--- config.mk ---
export PLATFORM = sky130hd
export DESIGN_NAME = acs_sequencer
export DESIGN_NICKNAME = d
export VERILOG_FILES = /design/src/logic/acs_pkg.sv /design/src/logic/acs_sequencer.sv
export SDC_FILE = /design/constraint.sdc
export NUM_CORES = 1
export LEC_CHECK = 0
export BUFFER_PORTS_ARGS = -buffer_cell sky130_fd_sc_hd__buf_2
export CORE_MARGIN = 10
export CORE_UTILIZATION = 25
export DETAILED_ROUTE_END_ITERATION = 6
export GPL_TIMING_DRIVEN = 1
export SETUP_SLACK_MARGIN = 0.5
export SYNTH_ARGS = -nofsm -noshare
export SYNTH_HDL_FRONTEND = slang
export SYNTH_SLANG_ARGS = --single-unit
--- constraint.sdc ---
create_clock -name I_CLK -period 10.85 [get_ports I_CLK]
set_input_delay 0.5425 -clock I_CLK [delete_from_list [all_inputs] [get_ports I_CLK]]
set_output_delay 0.5425 -clock I_CLK [all_outputs]
set_load 0.05 [all_outputs]
--- src/logic/acs_pkg.sv ---
`default_nettype none
package acs_pkg;
  // ---------------------------------------------------------------
  // Register map (word index = offset)
  // ---------------------------------------------------------------
  localparam logic [3:0] OFF_CONTROL_ONE = 4'h0;
  localparam logic [3:0] OFF_CONTROL_TWO = 4'h1;
  localparam logic [3:0] OFF_CONTROL_FIVE = 4'h2;
  localparam logic [3:0] OFF_CHANNEL_SELECT = 4'h3;
  localparam logic [3:0] OFF_SCAN_LOW = 4'h4;
  localparam logic [3:0] OFF_SCAN_HIGH = 4'h5;
  localparam logic [3:0] OFF_TMU_EN_LOW = 4'h6;
  localparam logic [3:0] OFF_TMU_EN_HIGH = 4'h7;
  localparam logic [3:0] OFF_STATUS = 4'h8;
  localparam logic [3:0] OFF_EVT_STATUS = 4'h9;
  localparam logic [3:0] OFF_EVT_MASK = 4'hA;
  localparam logic [3:0] OFF_SMP_PER_INT = 4'hB;
  // ---------------------------------------------------------------
  // Field positions
  // ---------------------------------------------------------------
  localparam int CON1_MODULE_ON = 15;
  localparam int CON1_SAMPLE_ACTIVE = 1;
  localparam int CON2_NEG_REF_CFG = 13;
  localparam int CON2_SCAN_ENABLE = 10;
  localparam int CON2_ALT_SETS_EN = 0;
  localparam int CON5_TMU_REQ = 13;
  localparam int CON5_BG_REQ = 12;
  localparam int CON5_REG_REQ = 11;
  localparam int CHS_POS_A_LSB = 0;
  localparam int CHS_NEG_A_LSB = 5;
  localparam int CHS_POS_B_LSB = 8;
  localparam int CHS_NEG_B_LSB = 13;
  // Event bits: 0 conversion start, 1 interrupt point reached
  localparam int EVT_CONV = 0;
  localparam int EVT_INT = 1;
  // ---------------------------------------------------------------
  // Reset values
  // ---------------------------------------------------------------
  localparam logic [15:0] RST_REG = 16'h0000;
  localparam logic [4:0] RST_SMP_PER_INT = 5'h00;
endpackage
`default_nettype wire

--- src/logic/acs_sequencer.sv ---
`timescale 1ns/100ps
`default_nettype none
module acs_sequencer #(
  parameter int NCH = 32
) (
  // Clock and reset
  input wire logic I_CLK,
  input wire logic I_RST,
  // Register port
  input wire logic [3:0] I_ADDR,
  input wire logic [15:0] I_WDATA,
  input wire logic I_WR,
  input wire logic I_RD,
  output logic [15:0] O_RDATA,
  // Conversion end from analog core
  input wire logic I_CONV_DONE,
  // Analog multiplexer controls
  output logic [4:0] O_POS_SEL,
  output logic [2:0] O_NEG_SEL,
  output logic O_NEG_REF_CFG,
  output logic O_SAMPLE,
  output logic O_CONV_START,
  output logic O_POWER_ON,
  output logic [NCH-1:0] O_TMU_ROUTE,
  output logic O_TMU_EN,
  output logic O_TMU_REQ,
  output logic O_BG_REQ,
  output logic O_REG_REQ,
  output logic O_IRQ
);
  // Scan and routing maps are fixed at 32 channels
  if (NCH != 32) begin : g_nch_check
    $error("NCH must be 32");
  end

  typedef struct packed {
    logic [15:0] con1;
    logic [15:0] con2;
    logic [15:0] con5;
    logic [15:0] chs;
    logic [31:0] scan;
    logic [31:0] tmu;
    logic [4:0] smp_per_int;
    logic [1:0] evt;
    logic [1:0] mask;
    logic use_b;
    logic [4:0] scan_ptr;
    logic [4:0] smp_cnt;
    logic [15:0] rdata;
    logic [4:0] pos;
    logic [2:0] neg;
    logic sample_active_q;
    logic conv;
    logic irq;
    logic pwr;
    logic nref;
    logic smp_out;
    logic [31:0] route;
    logic tmu_en;
    logic [2:0] req;
  } acs_state_s;

  acs_state_s st;
  acs_state_s next_st;

  // Lowest set bit at or above a start index; wraps to lowest overall
  function automatic logic [4:0] acs_next_ch(input logic [31:0] map, input logic [4:0] from);
    logic [4:0] r;
    logic found;
    r = 5'h00;
    found = 1'b0;
    for (int i = 31; i >= 0; i--) begin
      if (map[i] && (5'(i) >= from)) begin
        r = 5'(i);
        found = 1'b1;
      end
    end
    if (!found) begin
      for (int i = 31; i >= 0; i--) begin
        if (map[i]) begin
          r = 5'(i);
        end
      end
    end
    return r;
  endfunction

  logic on;
  logic alt;
  logic scan_en;
  logic sample_active_fall;
  logic conv_end;
  logic int_point;
  logic [1:0] evt_set;
  logic [4:0] cur_scan;
  logic [15:0] rd_mux;

  always_comb begin
    on = st.con1[acs_pkg::CON1_MODULE_ON];
    alt = st.con2[acs_pkg::CON2_ALT_SETS_EN];
    scan_en = st.con2[acs_pkg::CON2_SCAN_ENABLE];
    cur_scan = acs_next_ch(st.scan, st.scan_ptr);
    sample_active_fall = on && st.sample_active_q && !st.con1[acs_pkg::CON1_SAMPLE_ACTIVE];
    conv_end = on && I_CONV_DONE;
    int_point = conv_end && (st.smp_cnt == st.smp_per_int);
    evt_set = {int_point, sample_active_fall};
    case (I_ADDR)
      acs_pkg::OFF_CONTROL_ONE: rd_mux = st.con1;
      acs_pkg::OFF_CONTROL_TWO: rd_mux = st.con2;
      acs_pkg::OFF_CONTROL_FIVE: rd_mux = st.con5;
      acs_pkg::OFF_CHANNEL_SELECT: rd_mux = st.chs;
      acs_pkg::OFF_SCAN_LOW: rd_mux = st.scan[15:0];
      acs_pkg::OFF_SCAN_HIGH: rd_mux = st.scan[31:16];
      acs_pkg::OFF_TMU_EN_LOW: rd_mux = st.tmu[15:0];
      acs_pkg::OFF_TMU_EN_HIGH: rd_mux = st.tmu[31:16];
      acs_pkg::OFF_STATUS: rd_mux = {st.use_b, st.scan_ptr, st.smp_cnt, st.pos};
      acs_pkg::OFF_EVT_STATUS: rd_mux = {14'h0000, st.evt};
      acs_pkg::OFF_EVT_MASK: rd_mux = {14'h0000, st.mask};
      acs_pkg::OFF_SMP_PER_INT: rd_mux = {11'h000, st.smp_per_int};
      default: rd_mux = 16'h0000;
    endcase
  end

  always_comb begin
    next_st = st;
    next_st.rdata = I_RD ? rd_mux : 16'h0000;
    // -------------------------------------------------------------
    // Register writes
    // -------------------------------------------------------------
    if (I_WR) begin
      case (I_ADDR)
        acs_pkg::OFF_CONTROL_ONE: next_st.con1 = I_WDATA;
        acs_pkg::OFF_CONTROL_TWO: next_st.con2 = I_WDATA;
        acs_pkg::OFF_CONTROL_FIVE: next_st.con5 = I_WDATA;
        acs_pkg::OFF_CHANNEL_SELECT: next_st.chs = I_WDATA;
        acs_pkg::OFF_SCAN_LOW: next_st.scan[15:0] = I_WDATA;
        acs_pkg::OFF_SCAN_HIGH: next_st.scan[31:16] = I_WDATA;
        acs_pkg::OFF_TMU_EN_LOW: next_st.tmu[15:0] = I_WDATA;
        acs_pkg::OFF_TMU_EN_HIGH: next_st.tmu[31:16] = I_WDATA;
        acs_pkg::OFF_EVT_STATUS: next_st.evt = st.evt & ~I_WDATA[1:0];
        acs_pkg::OFF_EVT_MASK: next_st.mask = I_WDATA[1:0];
        acs_pkg::OFF_SMP_PER_INT: next_st.smp_per_int = I_WDATA[4:0];
        default: next_st.rdata = next_st.rdata;
      endcase
    end
    // Set wins over write-one clear
    next_st.evt = next_st.evt | evt_set;
    next_st.sample_active_q = on && st.con1[acs_pkg::CON1_SAMPLE_ACTIVE];
    next_st.conv = sample_active_fall;
    // -------------------------------------------------------------
    // Sequence progress
    // -------------------------------------------------------------
    if (conv_end) begin
      // Pointer moves on first-set samples only
      if (!st.use_b && scan_en) begin
        next_st.scan_ptr = cur_scan + 5'h01;
      end
      next_st.use_b = alt && !st.use_b;
      next_st.smp_cnt = st.smp_cnt + 5'h01;
      if (int_point) begin
        next_st.smp_cnt = 5'h00;
        next_st.scan_ptr = 5'h00;
        next_st.use_b = 1'b0;
      end
    end
    if (!alt) begin
      next_st.use_b = 1'b0;
    end
    // Sequencer parked when off, registers kept
    if (!on) begin
      next_st.smp_cnt = 5'h00;
      next_st.scan_ptr = 5'h00;
      next_st.use_b = 1'b0;
      next_st.conv = 1'b0;
    end
    // -------------------------------------------------------------
    // Input selection
    // -------------------------------------------------------------
    if (st.use_b) begin
      next_st.pos = st.chs[acs_pkg::CHS_POS_B_LSB +: 5];
      next_st.neg = st.chs[acs_pkg::CHS_NEG_B_LSB +: 3];
    end else begin
      next_st.pos = scan_en ? cur_scan : st.chs[acs_pkg::CHS_POS_A_LSB +: 5];
      next_st.neg = st.chs[acs_pkg::CHS_NEG_A_LSB +: 3];
    end
    next_st.irq = |(next_st.evt & st.mask);
    // -------------------------------------------------------------
    // Registered pin controls
    // -------------------------------------------------------------
    next_st.pwr = next_st.con1[acs_pkg::CON1_MODULE_ON];
    next_st.nref = next_st.con2[acs_pkg::CON2_NEG_REF_CFG];
    next_st.smp_out = next_st.pwr && next_st.con1[acs_pkg::CON1_SAMPLE_ACTIVE];
    next_st.route = next_st.pwr ? next_st.tmu : 32'h0000_0000;
    next_st.tmu_en = |next_st.route;
    if (next_st.pwr && next_st.con2[acs_pkg::CON2_SCAN_ENABLE]) begin
      next_st.req = {next_st.con5[acs_pkg::CON5_TMU_REQ], next_st.con5[acs_pkg::CON5_BG_REQ],
        next_st.con5[acs_pkg::CON5_REG_REQ]};
    end else begin
      next_st.req = 3'b000;
    end
  end

  always_ff @(posedge I_CLK or posedge I_RST) begin
    if (I_RST) begin
      st <= '0;
      st.con1 <= acs_pkg::RST_REG;
      st.smp_per_int <= acs_pkg::RST_SMP_PER_INT;
    end else begin
      st <= next_st;
    end
  end

  // -------------------------------------------------------------
  // Outputs
  // -------------------------------------------------------------
  assign O_RDATA = st.rdata;
  assign O_POS_SEL = st.pos;
  assign O_NEG_SEL = st.neg;
  assign O_NEG_REF_CFG = st.nref;
  assign O_SAMPLE = st.smp_out;
  assign O_CONV_START = st.conv;
  assign O_POWER_ON = st.pwr;
  assign O_TMU_ROUTE = st.route[NCH-1:0];
  assign O_TMU_EN = st.tmu_en;
  assign O_TMU_REQ = st.req[2];
  assign O_BG_REQ = st.req[1];
  assign O_REG_REQ = st.req[0];
  assign O_IRQ = st.irq;

  // -------------------------------------------------------------
  // Input selection checks
  // -------------------------------------------------------------
  // First-set positive
  chk_first_pos: assert property (@(posedge I_CLK) disable iff (I_RST)
    (!st.use_b && !scan_en) |=> (O_POS_SEL == $past(st.chs[acs_pkg::CHS_POS_A_LSB +: 5])))
    else $error("first-set positive input not applied");

  chk_second_pos: assert property (@(posedge I_CLK) disable iff (I_RST)
    st.use_b |=> (O_POS_SEL == $past(st.chs[acs_pkg::CHS_POS_B_LSB +: 5])))
    else $error("second-set positive input not applied");

  chk_second_neg: assert property (@(posedge I_CLK) disable iff (I_RST)
    st.use_b |=> (O_NEG_SEL == $past(st.chs[acs_pkg::CHS_NEG_B_LSB +: 3])))
    else $error("second-set negative input not applied");

  chk_first_neg: assert property (@(posedge I_CLK) disable iff (I_RST)
    !st.use_b |=> (O_NEG_SEL == $past(st.chs[acs_pkg::CHS_NEG_A_LSB +: 3])))
    else $error("first-set negative input not applied");

  chk_scan_pos: assert property (@(posedge I_CLK) disable iff (I_RST)
    (!st.use_b && scan_en) |=> (O_POS_SEL == $past(cur_scan)))
    else $error("scan channel not applied");

  chk_scan_member: assert property (@(posedge I_CLK) disable iff (I_RST)
    (scan_en && (st.scan != 32'h0000_0000)) |-> st.scan[cur_scan])
    else $error("scan pointer on unselected channel");

  // -------------------------------------------------------------
  // Sequencing checks
  // -------------------------------------------------------------
  // First set only
  chk_first_only: assert property (@(posedge I_CLK) disable iff (I_RST)
    !alt |=> !st.use_b)
    else $error("second set used without alternation");

  chk_alt_toggle: assert property (@(posedge I_CLK) disable iff (I_RST)
    (conv_end && alt && !int_point) |=> (st.use_b != $past(st.use_b)))
    else $error("set did not alternate");

  chk_ptr_hold: assert property (@(posedge I_CLK) disable iff (I_RST)
    (conv_end && st.use_b && !int_point) |=> (st.scan_ptr == $past(st.scan_ptr)))
    else $error("scan pointer moved on second-set sample");

  chk_ptr_restart: assert property (@(posedge I_CLK) disable iff (I_RST)
    int_point |=> ((st.scan_ptr == 5'h00) && (st.smp_cnt == 5'h00) && !st.use_b))
    else $error("sequence not restarted at interrupt");

  chk_conv_start: assert property (@(posedge I_CLK) disable iff (I_RST)
    sample_active_fall |=> O_CONV_START)
    else $error("conversion not started at sample end");

  // -------------------------------------------------------------
  // Power and source checks
  // -------------------------------------------------------------
  // Parked while off
  chk_off_parked: assert property (@(posedge I_CLK) disable iff (I_RST)
    !on |=> (!O_CONV_START && (st.smp_cnt == 5'h00) && (st.scan_ptr == 5'h00)))
    else $error("sequencer active while off");

  chk_route_off: assert property (@(posedge I_CLK) disable iff (I_RST)
    !O_POWER_ON |-> (O_TMU_ROUTE == 32'h0000_0000))
    else $error("timing unit routed while off");

  chk_tmu_enable: assert property (@(posedge I_CLK) disable iff (I_RST)
    O_TMU_EN == (O_TMU_ROUTE != 32'h0000_0000))
    else $error("timing unit enable does not follow routing");

  chk_req_scan: assert property (@(posedge I_CLK) disable iff (I_RST)
    (O_TMU_REQ || O_BG_REQ || O_REG_REQ) |-> (on && scan_en))
    else $error("internal source requested outside scan");

endmodule // acs_sequencer
`default_nettype wire

==> reports/qor.yml <==
clock_tree:
  postCtsSetupRepairBufs: 0
  hold_buffers: 0
  cts_sinks: 212
  clkSlewWorstSetupHoldPaths_ns: 0.06
  cts-root-buf: "clkbuf_16"
  clk_latency_ns: 0.53
  htree_levels: 1
  tritoncts: "yes"
  cts-buffers-inserted: 23
  clockBufferDepth: 3
  cts_resized: 0
global_route:
  grt_antenna_before_repair: 1
  grt_pass1_vias: 8069
  grt_pass1_wl_mm: 52.4
  grt_use_total: 0.132
  grt_max_degree: 80
  overflow: 0
logic_synthesis:
  synth_ff_type: "dfrtp_1"
  yosys.area.top_type: "dfrtp_1"
  synthTopCellsByArea: "dfrtp_1, mux2_2, buf_4"
  synth_area_um2: 10600
  synth-edff-count: 0
  synth_top_area_share: 0.499
  synth_cells: 963
  synth-seq-cells: 212
  ys_async_sr_fraction: 1.00
  synth_area_per_cell_um2: 11.0
  synthesis.nets: 990
  ys_seq_area_frac: 0.499
  synth_cell_types: 72
  ys_warn_count: 0
finish:
  nFillCells: 4302
  drive_gt1_frac: 0.290
  final_cell_area_um2: 12000
  area_growth_pct: 13.2
  final_cell_mix: "dfrtp_1, mux2_2, buf_2, nor2_1, nand2_1"
  fin_util: 0.287
  layout_commonest_cell: "dfrtp_1"
  n_antenna_cell: 0
  nets: 1006
placed_design:
  gp_congestion: 0.931
  portBuffers: 89
  dp_hpwl_mm: 24.7
  dpl_cell_area_um2: 11200
route:
  drt-met1-wl_mm: 14.6
  detailedRoute.firstIterationViolations: 880
  drtAntennaViolNets: 0
  vias: 7924
  dr.pass1.iters: 6
  drc: 0
  wl_per_cell_um: 22.5
  wl_mm: 34.5
  routed-wl-met2_mm: 16.8
  top_layer: "met4"
  route.met3.wl_mm: 1.97
  viasPerCell: 5.17
setup_path:
  cp_slowest_cell: "dfrtp_1"
  path_class: "reg2reg"
  slowest_delay_ns: 0.93
  crit_fanout: 26
  start_kind: "flop"
  worstPathRequired_ns: 11.26
  cp-end-kind: "flop"
  worstPathArrival_ns: 3.95
  path_cells: "nand2_1, o21bai_1, o2bb2ai_1, nor4_4, nand2_2, o311ai_4, ha_1, nand3_1, xor2_1, a211oi_1"
sta:
  tightest_slew_ns: 0.990
  relSlewSlack: 0.340
  setup_viol: 0
  slew_viol_final: 0
  min_period_ns: 3.54
  finClkSkew_ns: 0.0209
  min_period_over_period: 0.326
  tns_ns: 0
  clock.fmax_mhz: 283
  finalHoldViolations: 0
  rsz0062_at_grt: "no"
power:
  max-vdd-ir-drop_uv: 103
  powerDensity_nw_per_um2: 232
  leakagePower_nw: 5.51
  report.power.total_mw: 2.80
run_status:
  status: "finished, final reports clean"
floorplan:
  start_util: 0.253
  io_pins: 90
  dieArea_um2: 51200
  die_h_um: 226
  core_um2: 42000
  die_x_um: 226
  num_rows: 75
worst_hold_path:
  worst_hold_path_type: "in2async"
run:
  drv_cap: 0
through the flow:
stage / setup slack (ns) / hold slack, ns / instances
floorplan: 4.51 / 0.443 / 963
global placement: 7.44 / 0.483 / 1493
detailed placement: 7.42 / 0.494 / 1493
CTS: 7.40 / 0.0947 / 1533
global route: 7.13 / 0.123 / 1533
finish: 7.31 / 0.0724 / 1533
registers in the layout (all words and copies together), names as in the netlist:
register / count
O_REG_REQ: 1
alt: 1
scan_en: 1
O_RDATA: 16
O_TMU_EN: 1
on: 1
O_IRQ: 1
O_TMU_ROUTE: 32
O_BG_REQ: 1
st: 146
O_CONV_START: 1
O_SAMPLE: 1
O_NEG_SEL: 3
O_POS_SEL: 5
O_TMU_REQ: 1
cell families after synthesis:
kind of cell               count (synthesis)  synth area share
AOI/OAI and AO/OA                        198             0.141
and+or+nand+nor                          238             0.118
adders and majority gates                  2           0.00235
DFF                                      212             0.499
buffers and inverters                    155            0.0793
xor gates and xnor gates                  12           0.00988
muxes                                    146             0.151
layout make-up:
| type | count | area, um2 | area share |
|---|---|---|---|
| clock inverters | 10 | 150 | 0.0125 |
| multi-input cells | 596 | 4520 | 0.376 |
| inverters | 40 | 158 | 0.0131 |
| well taps | 539 | 674 | 0.0560 |
| clock buffers | 30 | 662 | 0.0549 |
| repair buffers | 106 | 573 | 0.0476 |
| flip-flops and latches | 212 | 5310 | 0.440 |
cell usage after synthesis, types with 12 or more instances:
library cell,n
a21oi_1,23
a221oi_1,18
a22o_1,17
a22oi_1,26
a31oi_1,19
buf_4,62
clkbuf_1,38
dfrtp_1,212
inv_1,39
mux2_2,114
mux2i_1,32
nand2_1,47
nand2b_1,12
nand3_1,17
nand4_1,17
nor2_1,66
nor4_1,12
o21ai_0,24
critical path: cells and delay by family (launching register included):
kind            cells  cell delay, ns
compound gates      4            1.12
xor+xnor            1            0.16
fa+ha+maj           1            0.25
flops               1            0.93
simple gates        4            0.96
path summary, 6_finish.rpt:
check / from / to / slack (ns) / cells past startpoint
max: st[75] / st[75] / 7.31 / 10
min: I_RST / st[166] / 0.07 / 2
max reg2reg: st[75] / st[75] / 7.31 / 10
min reg2reg: st[187] / st[187] / 0.50 / 1
max in group asynchronous: I_RST / st[200] / 8.56 / 4
min in group I_CLK: I_CONV_DONE / st[67] / 0.36 / 3
metal layers:
metal	track usage	up-vias
li1	-	3496
met1	0.171	4037
met2	0.221	330
met3	0.0180	61
met4	0.0446	0
met5	0	-
power by group:
part	internal, mW	leakage, nW	switching (mW)
combinational	0.283	2.42	0.523
sequential	0.960	2.68	0.197
clock	0.504	0.400	0.330
total	1.75	5.51	1.05
(Power assumes the default switching activity.)
